**src/shared/tmr8_pkg.sv**
```systemverilog
/*
 * tmr8_pkg: register map, field layout, reset values, modes and bus
 * carrier for the 8-bit timer/counter with sync mode.
 * Assumes: included before any design file, used with tmr8_pkg:: prefix.
 */
`default_nettype none
package tmr8_pkg;

   // register index map, one byte each
   localparam logic [2:0] ADDR_SYNC_CTRL = 3'h0;  // general_timer_sync_control
   localparam logic [2:0] ADDR_CTRL_A    = 3'h1;  // timer_control_a
   localparam logic [2:0] ADDR_CTRL_B    = 3'h2;  // timer_control_b
   localparam logic [2:0] ADDR_COUNT     = 3'h3;  // count_register
   localparam logic [2:0] ADDR_CMP_A     = 3'h4;  // compare_register_a
   localparam logic [2:0] ADDR_CMP_B     = 3'h5;  // compare_register_b
   localparam logic [2:0] ADDR_IRQ_MASK  = 3'h6;  // timer_irq_mask_register
   localparam logic [2:0] ADDR_FLAGS     = 3'h7;  // timer_flag_register

   // sync control fields
   localparam int SYNC_HOLD_POS   = 7;
   localparam int ASYNC_RST_POS   = 1;
   localparam int SYNC_RST_POS    = 0;
   // control a fields
   localparam int COM_A_HI        = 7;
   localparam int COM_A_LO        = 6;
   localparam int COM_B_HI        = 5;
   localparam int COM_B_LO        = 4;
   localparam int WGM_B1_POS      = 1;
   localparam int WGM_B0_POS      = 0;
   // control b fields
   localparam int WGM_B2_POS      = 3;
   localparam int CS_HI           = 2;
   // flag and mask bit positions
   localparam int OVF_POS         = 0;
   localparam int CMPA_POS        = 1;
   localparam int CMPB_POS        = 2;

   localparam logic [7:0] RESET_BYTE  = 8'h00;
   localparam logic [7:0] BOTTOM      = 8'h00;
   localparam logic [7:0] MAX         = 8'hff;

   // prescaler taps: a tap fires when the masked low bits are all ones
   localparam int            PRE_WIDTH   = 10;
   localparam logic [9:0]    PRE_MASK8   = 10'h007;
   localparam logic [9:0]    PRE_MASK64  = 10'h03f;
   localparam logic [9:0]    PRE_MASK256 = 10'h0ff;
   localparam logic [9:0]    PRE_MASK1K  = 10'h3ff;

   // clock select codes
   localparam logic [2:0] CS_STOP   = 3'h0;
   localparam logic [2:0] CS_DIV1   = 3'h1;
   localparam logic [2:0] CS_DIV8   = 3'h2;
   localparam logic [2:0] CS_DIV64  = 3'h3;
   localparam logic [2:0] CS_DIV256 = 3'h4;
   localparam logic [2:0] CS_DIV1K  = 3'h5;
   localparam logic [2:0] CS_EXTFALL= 3'h6;
   localparam logic [2:0] CS_EXTRISE= 3'h7;

   // waveform modes
   localparam logic [2:0] WGM_NORMAL     = 3'h0;
   localparam logic [2:0] WGM_PHASE_MAX  = 3'h1;
   localparam logic [2:0] WGM_CTC        = 3'h2;
   localparam logic [2:0] WGM_FAST_MAX   = 3'h3;
   localparam logic [2:0] WGM_PHASE_OCRA = 3'h5;
   localparam logic [2:0] WGM_FAST_OCRA  = 3'h7;

   // compare output actions
   localparam logic [1:0] COM_NONE   = 2'h0;
   localparam logic [1:0] COM_TOGGLE = 2'h1;
   localparam logic [1:0] COM_CLEAR  = 2'h2;
   localparam logic [1:0] COM_SET    = 2'h3;

   // register bus request carrier
   typedef struct packed {
      logic [2:0] addr;
      logic [7:0] wrData;
      logic       wrStrobe;
      logic       rdStrobe;
   } tmr8_bus_req_s;

endpackage
`default_nettype wire

```
**src/rtl/tmr8_timer.sv**
```systemverilog
/*
 * tmr8_timer: 8-bit up/down timer/counter with two compare units,
 * shared prescaler with reset, sync hold mode and external pin clock.
 * Assumes: one system clock, async active-low reset, a register port
 * with one-cycle strobes, read data returned the cycle after the strobe.
 */
// Local design decisions: the plain strobed port and the register addresses.
`timescale 1ns/1ps
`default_nettype none

// What this block does
// - hold bit keeps written prescaler reset bits
// - clearing hold bit clears both reset bits
// - sync reset bit resets prescaler, self-clears
// - three flags, each with mask bit
// - three-bit clock select picks tick source
// - select zero stops the counter
// - count readable and writable any time
// - count write beats clear or count
// - bottom zero, max ff, top by mode
// - each tick clears, increments or decrements
// - mode field spans control a and b
// - overflow flag set where mode says
// - count compared with both registers always
// - match sets flag on next tick
// - flag clears on service or written one
// - outputs from match, mode and action
// - compare buffering only in pwm modes
// - active register loads buffer value at top
// - cpu reaches buffer or active register
// - select one undivided, selects two to five prescaler taps
// - selects seven/six count pin rise/fall
// - mode zero wraps, overflow at zero
// - mode two clears on compare a
module tmr8_timer
(
   input  wire logic                   clk_sys,
   input  wire logic                   rst_n,
   input  wire tmr8_pkg::tmr8_bus_req_s regReq,
   output var  logic [7:0]             rdData,
   input  wire logic                   externalTimerPin,
   input  wire logic [2:0]             irqServiced,
   output var  logic [2:0]             irqRequest,
   output var  logic                   compareOutputA,
   output var  logic                   compareOutputB,
   output var  logic                   syncPrescalerReset,
   output var  logic                   asyncPrescalerReset
);

   logic [7:0] syncCtrl;
   logic       syncHold;
   logic [7:0] ctrlA;
   logic [7:0] ctrlB;
   logic [7:0] count;
   logic [7:0] cmpA;
   logic [7:0] cmpB;
   logic [7:0] bufA;
   logic [7:0] bufB;
   logic [2:0] irqMask;
   logic [2:0] flags;
   logic       countingDown;
   logic       blockMatch;
   logic [tmr8_pkg::PRE_WIDTH-1:0] prescaler;
   logic       pinMeta;
   logic       pinSync2;
   logic       pinSync3;
   logic       pinLevel;
   logic       pinLevelPrev;

   logic [2:0] waveMode;
   logic [2:0] clockSelect;
   logic       pwmMode;
   logic       fastMode;
   logic       phaseMode;
   logic [7:0] topValue;
   logic       atTop;
   logic       atBottom;
   logic       matchA;
   logic       matchB;
   logic       timerTick;
   logic [7:0] next_count;
   logic       next_countingDown;
   logic       overflowEvent;
   logic       wrHit;
   logic [2:0] setFlags;

   // decode of control fields
   assign waveMode    = {ctrlB[tmr8_pkg::WGM_B2_POS], ctrlA[tmr8_pkg::WGM_B1_POS],
                         ctrlA[tmr8_pkg::WGM_B0_POS]};
   assign clockSelect = ctrlB[tmr8_pkg::CS_HI:0];
   assign syncHold    = syncCtrl[tmr8_pkg::SYNC_HOLD_POS];
   assign fastMode    = (waveMode == tmr8_pkg::WGM_FAST_MAX)
                     || (waveMode == tmr8_pkg::WGM_FAST_OCRA);
   assign phaseMode   = (waveMode == tmr8_pkg::WGM_PHASE_MAX)
                     || (waveMode == tmr8_pkg::WGM_PHASE_OCRA);
   assign pwmMode     = fastMode || phaseMode;
   assign wrHit       = regReq.wrStrobe;

   // top is max or compare a, bottom is zero
   assign topValue = ((waveMode == tmr8_pkg::WGM_CTC)
                   || (waveMode == tmr8_pkg::WGM_PHASE_OCRA)
                   || (waveMode == tmr8_pkg::WGM_FAST_OCRA))
                   ? cmpA : tmr8_pkg::MAX;
   assign atTop    = (count == topValue);
   assign atBottom = (count == tmr8_pkg::BOTTOM);

   // continuous comparators
   assign matchA = (count == cmpA);
   assign matchB = (count == cmpB);

   // tick source selection
   always_comb
   begin
      unique case (clockSelect)
         tmr8_pkg::CS_STOP:    timerTick = 1'b0;
         tmr8_pkg::CS_DIV1:    timerTick = 1'b1;
         tmr8_pkg::CS_DIV8:    timerTick = !syncPrescalerReset
            && ((prescaler & tmr8_pkg::PRE_MASK8) == tmr8_pkg::PRE_MASK8);
         tmr8_pkg::CS_DIV64:   timerTick = !syncPrescalerReset
            && ((prescaler & tmr8_pkg::PRE_MASK64) == tmr8_pkg::PRE_MASK64);
         tmr8_pkg::CS_DIV256:  timerTick = !syncPrescalerReset
            && ((prescaler & tmr8_pkg::PRE_MASK256) == tmr8_pkg::PRE_MASK256);
         tmr8_pkg::CS_DIV1K:   timerTick = !syncPrescalerReset
            && ((prescaler & tmr8_pkg::PRE_MASK1K) == tmr8_pkg::PRE_MASK1K);
         tmr8_pkg::CS_EXTFALL: timerTick = pinLevelPrev && !pinLevel;
         tmr8_pkg::CS_EXTRISE: timerTick = !pinLevelPrev && pinLevel;
      endcase
   end

   // next count and direction per mode
   always_comb
   begin
      next_count        = count;
      next_countingDown = countingDown;
      if (phaseMode)
      begin
         if (!countingDown && atTop)
         begin
            next_countingDown = 1'b1;
            next_count        = count - 8'h01;
         end
         else if (countingDown && atBottom)
         begin
            next_countingDown = 1'b0;
            next_count        = count + 8'h01;
         end
         else if (countingDown)
         begin
            next_count = count - 8'h01;
         end
         else
         begin
            next_count = count + 8'h01;
         end
      end
      else
      begin
         next_countingDown = 1'b0;
         if ((waveMode == tmr8_pkg::WGM_CTC || fastMode) && atTop)
         begin
            next_count = tmr8_pkg::BOTTOM;
         end
         else
         begin
            next_count = count + 8'h01;
         end
      end
   end

   // overflow point depends on mode
   assign overflowEvent = timerTick && ((waveMode == tmr8_pkg::WGM_CTC)
                        ? (count == tmr8_pkg::MAX)
                        : (next_count == tmr8_pkg::BOTTOM && !atBottom));

   // hardware flag set requests
   always_comb
   begin
      setFlags                         = 3'h0;
      setFlags[tmr8_pkg::OVF_POS]      = overflowEvent;
      setFlags[tmr8_pkg::CMPA_POS]     = timerTick && matchA && !blockMatch;
      setFlags[tmr8_pkg::CMPB_POS]     = timerTick && matchB && !blockMatch;
   end

   // sync control: hold bit and prescaler reset bits
   always_ff @(posedge clk_sys or negedge rst_n)
   begin
      if (!rst_n)
      begin
         syncCtrl <= tmr8_pkg::RESET_BYTE;
      end
      else if (wrHit && regReq.addr == tmr8_pkg::ADDR_SYNC_CTRL)
      begin
         syncCtrl <= {regReq.wrData[tmr8_pkg::SYNC_HOLD_POS], 5'h00,
                      regReq.wrData[tmr8_pkg::ASYNC_RST_POS],
                      regReq.wrData[tmr8_pkg::SYNC_RST_POS]};
      end
      else if (!syncHold)
      begin
         syncCtrl[tmr8_pkg::ASYNC_RST_POS] <= 1'b0;
         syncCtrl[tmr8_pkg::SYNC_RST_POS]  <= 1'b0;
      end
   end

   // reset lines out, one flop after the control bits
   always_ff @(posedge clk_sys or negedge rst_n)
   begin
      if (!rst_n)
      begin
         syncPrescalerReset  <= 1'b0;
         asyncPrescalerReset <= 1'b0;
      end
      else
      begin
         syncPrescalerReset  <= syncCtrl[tmr8_pkg::SYNC_RST_POS];
         asyncPrescalerReset <= syncCtrl[tmr8_pkg::ASYNC_RST_POS];
      end
   end

   // free-running shared prescaler
   always_ff @(posedge clk_sys or negedge rst_n)
   begin
      if (!rst_n)
      begin
         prescaler <= '0;
      end
      else if (syncPrescalerReset)
      begin
         prescaler <= '0;
      end
      else
      begin
         prescaler <= prescaler + 10'h001;
      end
   end

   // external pin: three flops, level taken when stages two and three agree
   always_ff @(posedge clk_sys or negedge rst_n)
   begin
      if (!rst_n)
      begin
         pinMeta      <= 1'b0;
         pinSync2     <= 1'b0;
         pinSync3     <= 1'b0;
         pinLevel     <= 1'b0;
         pinLevelPrev <= 1'b0;
      end
      else
      begin
         pinMeta      <= externalTimerPin;
         pinSync2     <= pinMeta;
         pinSync3     <= pinSync2;
         pinLevelPrev <= pinLevel;
         if (pinSync2 == pinSync3)
         begin
            pinLevel <= pinSync3;
         end
      end
   end

   // control registers a, b and mask
   always_ff @(posedge clk_sys or negedge rst_n)
   begin
      if (!rst_n)
      begin
         ctrlA   <= tmr8_pkg::RESET_BYTE;
         ctrlB   <= tmr8_pkg::RESET_BYTE;
         irqMask <= 3'h0;
      end
      else if (wrHit)
      begin
         if (regReq.addr == tmr8_pkg::ADDR_CTRL_A)
         begin
            ctrlA <= regReq.wrData & 8'hf3;
         end
         if (regReq.addr == tmr8_pkg::ADDR_CTRL_B)
         begin
            ctrlB <= regReq.wrData & 8'h0f;
         end
         if (regReq.addr == tmr8_pkg::ADDR_IRQ_MASK)
         begin
            irqMask <= regReq.wrData[2:0];
         end
      end
   end

   // counter: cpu write wins over tick update
   always_ff @(posedge clk_sys or negedge rst_n)
   begin
      if (!rst_n)
      begin
         count        <= tmr8_pkg::BOTTOM;
         countingDown <= 1'b0;
      end
      else if (wrHit && regReq.addr == tmr8_pkg::ADDR_COUNT)
      begin
         count <= regReq.wrData;
      end
      else if (timerTick)
      begin
         count        <= next_count;
         countingDown <= next_countingDown;
      end
   end

   // count write masks the match at the next tick
   always_ff @(posedge clk_sys or negedge rst_n)
   begin
      if (!rst_n)
      begin
         blockMatch <= 1'b0;
      end
      else if (wrHit && regReq.addr == tmr8_pkg::ADDR_COUNT)
      begin
         blockMatch <= 1'b1;
      end
      else if (timerTick)
      begin
         blockMatch <= 1'b0;
      end
   end

   // compare registers with optional buffering
   always_ff @(posedge clk_sys or negedge rst_n)
   begin
      if (!rst_n)
      begin
         cmpA <= tmr8_pkg::RESET_BYTE;
         cmpB <= tmr8_pkg::RESET_BYTE;
         bufA <= tmr8_pkg::RESET_BYTE;
         bufB <= tmr8_pkg::RESET_BYTE;
      end
      else
      begin
         if (wrHit && regReq.addr == tmr8_pkg::ADDR_CMP_A)
         begin
            bufA <= regReq.wrData;
         end
         if (wrHit && regReq.addr == tmr8_pkg::ADDR_CMP_B)
         begin
            bufB <= regReq.wrData;
         end
         if (!pwmMode)
         begin
            if (wrHit && regReq.addr == tmr8_pkg::ADDR_CMP_A)
            begin
               cmpA <= regReq.wrData;
            end
            if (wrHit && regReq.addr == tmr8_pkg::ADDR_CMP_B)
            begin
               cmpB <= regReq.wrData;
            end
         end
         else if (timerTick && atTop && !countingDown)
         begin
            cmpA <= bufA;
            cmpB <= bufB;
         end
      end
   end

   // flags: hardware set wins over clear by write-one or service
   always_ff @(posedge clk_sys or negedge rst_n)
   begin
      if (!rst_n)
      begin
         flags <= 3'h0;
      end
      else
      begin
         if (wrHit && regReq.addr == tmr8_pkg::ADDR_FLAGS)
         begin
            flags <= (flags & ~regReq.wrData[2:0] & ~irqServiced) | setFlags;
         end
         else
         begin
            flags <= (flags & ~irqServiced) | setFlags;
         end
      end
   end

   // masked interrupt requests
   always_ff @(posedge clk_sys or negedge rst_n)
   begin
      if (!rst_n)
      begin
         irqRequest <= 3'h0;
      end
      else
      begin
         irqRequest <= flags & irqMask;
      end
   end

   // waveform generator for both outputs
   function automatic logic waveStep
   (
      input logic       cur,
      input logic [1:0] action,
      input logic       match
   );
      logic result;
      result = cur;
      if (!pwmMode)
      begin
         if (match)
         begin
            unique case (action)
               tmr8_pkg::COM_NONE:   result = cur;
               tmr8_pkg::COM_TOGGLE: result = !cur;
               tmr8_pkg::COM_CLEAR:  result = 1'b0;
               tmr8_pkg::COM_SET:    result = 1'b1;
            endcase
         end
      end
      else if (action[1])
      begin
         if (fastMode && match)
         begin
            result = action[0];
         end
         else if (fastMode && atTop)
         begin
            result = !action[0];
         end
         else if (phaseMode && match)
         begin
            result = countingDown ? !action[0] : action[0];
         end
      end
      return result;
   endfunction

   always_ff @(posedge clk_sys or negedge rst_n)
   begin
      if (!rst_n)
      begin
         compareOutputA <= 1'b0;
         compareOutputB <= 1'b0;
      end
      else if (timerTick)
      begin
         compareOutputA <= waveStep(compareOutputA,
            ctrlA[tmr8_pkg::COM_A_HI:tmr8_pkg::COM_A_LO], matchA && !blockMatch);
         compareOutputB <= waveStep(compareOutputB,
            ctrlA[tmr8_pkg::COM_B_HI:tmr8_pkg::COM_B_LO], matchB && !blockMatch);
      end
   end

   // read port: data valid only in cycle after the strobe
   always_ff @(posedge clk_sys or negedge rst_n)
   begin
      if (!rst_n)
      begin
         rdData <= 8'h00;
      end
      else if (regReq.rdStrobe)
      begin
         unique case (regReq.addr)
            tmr8_pkg::ADDR_SYNC_CTRL: rdData <= syncCtrl;
            tmr8_pkg::ADDR_CTRL_A:    rdData <= ctrlA;
            tmr8_pkg::ADDR_CTRL_B:    rdData <= ctrlB;
            tmr8_pkg::ADDR_COUNT:     rdData <= count;
            tmr8_pkg::ADDR_CMP_A:     rdData <= pwmMode ? bufA : cmpA;
            tmr8_pkg::ADDR_CMP_B:     rdData <= pwmMode ? bufB : cmpB;
            tmr8_pkg::ADDR_IRQ_MASK:  rdData <= {5'h00, irqMask};
            tmr8_pkg::ADDR_FLAGS:     rdData <= {5'h00, flags};
         endcase
      end
      else
      begin
         rdData <= 8'h00;
      end
   end

endmodule
`default_nettype wire

```
**config.mk**
```make
export PLATFORM = sky130hd
export DESIGN_NAME = tmr8_timer
export DESIGN_NICKNAME = d
export VERILOG_FILES = /design/src/shared/tmr8_pkg.sv /design/src/rtl/tmr8_timer.sv
export SDC_FILE = /design/constraint.sdc
export NUM_CORES = 1
export LEC_CHECK = 0
export BUFFER_PORTS_ARGS = -buffer_cell sky130_fd_sc_hd__clkbuf_2
export CAP_MARGIN = 40
export CORE_UTILIZATION = 35
export CTS_BUF_LIST = sky130_fd_sc_hd__clkbuf_2
export CTS_CLUSTER_SIZE = 30
export DETAILED_ROUTE_END_ITERATION = 10
export PLACE_DENSITY_LB_ADDON = 0.3
export SLEW_MARGIN = 20
export SYNTH_ARGS = -nofsm -noshare
export SYNTH_HDL_FRONTEND = slang
export SYNTH_SLANG_ARGS = --single-unit
```
**constraint.sdc**
```tcl
create_clock -name clk_sys -period 6.1 [get_ports clk_sys]
set_input_delay 1.22 -clock clk_sys [delete_from_list [all_inputs] [get_ports clk_sys]]
set_output_delay 1.22 -clock clk_sys [all_outputs]
set_load 0.03 [all_outputs]
```
==> impl_metrics.py <==
metrics = {
    "clocking": {
        "clock_path_buffers": 2,
        "cts_sinks": 91,
        "cts_root_buf": "clkbuf_2",
        "clk_latency_ns": 0.61,
        "cts_buffers": 9,
        "h-tree-depth": 3,
        "post_cts.repair.setup_buffers": 0,
        "path_clk_slew_ns": 0.29,
        "cts_tree": "built",
        "cts-resized-gates": 0,
        "holdBufCountCts": 0,
    },
    "setup_path": {
        "path_max_fanout": 32,
        "r2r_setup_slack_ns": 2.68,
        "worstSetupStartpointType": "flip-flop",
        "end_kind": "flip-flop",
        "required_ns": 6.63,
        "path_class": "reg -> reg",
        "cp.arrival_ns": 3.95,
    },
    "yosys": {
        "synth_top_family_by_area": "simple AND/OR/NAND/NOR gates",
        "synthAdderAreaFrac_pct": 1.45,
        "synth_mux_area_share_pct": 14.2,
        "synthXorXnorAreaFrac_pct": 2.98,
        "syn_inst": 513,
        "yosysUniqueCellTypes": 70,
        "synthSimpleGateAreaFrac_pct": 17.8,
        "yosysMostFrequentCell": "dfrtp_1",
        "synth_compound_area_share_pct": 14.8,
        "synth_edf_count": 0,
        "synth_top_area_cell": "dfrtp_1",
        "yosys_warnings": 0,
        "async_flop_share_pct": 100,
        "synth-seq-cells": 91,
        "ys.flop_type": "dfrtp_1",
        "synth_seq_area_share_pct": 45.5,
        "synth_commonest_cells": "91 x dfrtp_1, 86 x nand2_1, 47 x mux2_2",
        "avgSynthCellArea_sq_um": 9.75,
        "synth_top_area_share_pct": 45.5,
        "syn-num-nets": 537,
        "synth_area_sq_um": 5000,
        "yosys-top-cells-area": "dfrtp_1 46%, mux2_2 11%, nand2_1 6.5%",
    },
    "drt": {
        "wirelength_microns": 13500,
        "antenna_left": 0,
        "num_vias": 3959,
        "wire_per_inst_microns": 18.7,
        "drt_iter0_drc": 380,
        "drc_errors": 0,
        "vias_per_cell": 5.46,
        "drt_pass1_iterations": 5,
    },
    "placement": {
        "portBuffers": 33,
        "place_hpwl_microns": 9980,
        "dp.cells": 708,
        "gp_congestion": 0.914,
    },
    "floorplan": {
        "initial_utilization_pct": 35.9,
        "io_pins": 34,
        "die_h_microns": 122,
        "die_area_sq_um": 14800,
        "die_x_microns": 122,
        "rows": 43,
        "core_area_sq_um": 13900,
    },
    "sta": {
        "timing.final.crit_share_pct": 56.1,
        "min_period_ns": 3.42,
        "finalHoldViolations": 0,
        "skew_ns": 0.0525,
        "slew_viol_final": 0,
        "setup_viol": 0,
        "max_freq_mhz": 292,
        "finalSetupTns_ns": 0,
        "tightest_slew_ns": 0.926,
        "rsz0062_at_grt": "false",
        "slew_headroom_pct": 37.7,
    },
    "power": {
        "cellLeakagePower_nw": 2.47,
        "p_total_mw": 2.13,
        "powerDensity_nw_per_um2": 387,
        "peakVddDrop_mv": 0.169,
    },
    "layout": {
        "fillers": 1415,
        "regArea_sq_um": 2280,
        "nets": 564,
        "final_layout_size_suffix_gt1_share_pct": 22.2,
        "syn_to_final_growth_pct": 9.90,
        "multiInputGateArea_sq_um": 2560,
        "diodes": 0,
        "final_cells": 725,
    },
    "hold_path": {
        "min_path_type": "reg -> reg",
    },
    "outcome": {
        "status": "finished clean",
    },
    "grt": {
        "grt_max_degree": 58,
        "grt_pass1_wl_microns": 22000,
        "grt_overflow": 0,
        "antenna_found_initial": 0,
        "track_usage_pct": 19.6,
        "grt_pass1_vias": 3899,
    },
    "run": {
        "maxCapViolCount": 0,
    },
}
## per-stage QoR
step | utilization, % | worst slack [ns] | hold WS, ns | instance area, sq um
after detailed placement | 38.2 | 2.67 | 0.360 | 5330
after CTS | 39.3 | 2.70 | 0.414 | 5470
after global placement | 38.2 | 2.74 | 0.343 | 5330
final | 39.5 | 2.68 | 0.407 | 5500
after floorplan | - | 3.31 | 0.331 | 5000
after global routing | 39.5 | 2.45 | 0.421 | 5500
## kinds of logic after synthesis
family	count (synthesis)
AND/OR/NAND/NOR	194
XOR/XNOR	17
AO/OA/AOI/OAI	106
adder cells (fa/ha/maj)	6
flip-flops	91
multiplexers	59
buffers and inverters	40
## power by group
group	switching, mW	internal [mW]	leakage, nW
clock network	0.219	0.138	0.0829
logic	0.436	0.351	1.26
registers	0.224	0.762	1.13
## final cells by class
type                            instances  area share [%]
Sequential cell                        91            41.4
Multi-Input combinational cell        382            46.6
Clock inverter                          7            1.80
Tap cell                              180            4.10
Inverter                               18            1.23
Timing Repair Buffer                   38            4.10
Clock buffer                            9           0.819
## sequential cells by signal, indices dropped and copies added (netlist names), 4 cells and up
signal	count
bufB	8
cmpA	8
bufA	8
ctrlA	6
cmpB	8
prescaler	10
count	8
rdData	8
ctrlB	4
## metal layers
| metal | up-vias | wire, microns | global-route usage, % |
|---|---|---|---|
| met2 | 131 | 6360 | 31.3 |
| li1 | 1869 | - | - |
| met4 | 0 | 172 | 4.24 |
| met3 | 14 | 787 | 4.35 |
| met5 | - | 0 | 0 |
| met1 | 1945 | 6230 | 27.3 |
## worst max-delay path: stages (launching register included)
cell and delay [ns]:
dfrtp_1 0.39, buf_4 0.33, inv_1 0.43, or3_2 0.63, o41ai_4 0.58, nor2_1 0.18
a21oi_1 0.25, o2111ai_1 0.17, o41ai_2 0.36
## worst paths after layout
kind / startpoint / cells past startpoint / to
max in group asynchronous: rst_n / 3 / ctrlA[7]$_DFFE_PN0P_
min in group asynchronous: rst_n / 1 / pinSync2$_DFF_PN0_
max reg2reg: ctrlA[0]$_DFFE_PN0P_ / 8 / flags[0]$_DFF_PN0_
min: pinMeta$_DFF_PN0_ / 0 / pinSync2$_DFF_PN0_
max: ctrlA[0]$_DFFE_PN0P_ / 8 / flags[0]$_DFF_PN0_
min reg2reg: pinMeta$_DFF_PN0_ / 0 / pinSync2$_DFF_PN0_
## layout by cell type, fill, tap and decap left out, types with 4 or more instances in the layout
master	n
dfrtp_1	91
nand2_1	86
mux2_2	47
nor2_1	45
clkbuf_2	41
a21oi_1	31
o21ai_0	19
inv_1	16
nand3_1	14
xnor2_1	12
nor3_1	11
mux2i_1	7
o22ai_1	7
a31oi_1	7
a21boi_0	5
nand2b_1	5
and3_1	5
xor2_1	5
ha_1	5
buf_4	5
mux4_2	4
nor2b_1	4
nand4_1	4
Power figures use the tool's default switching activity.
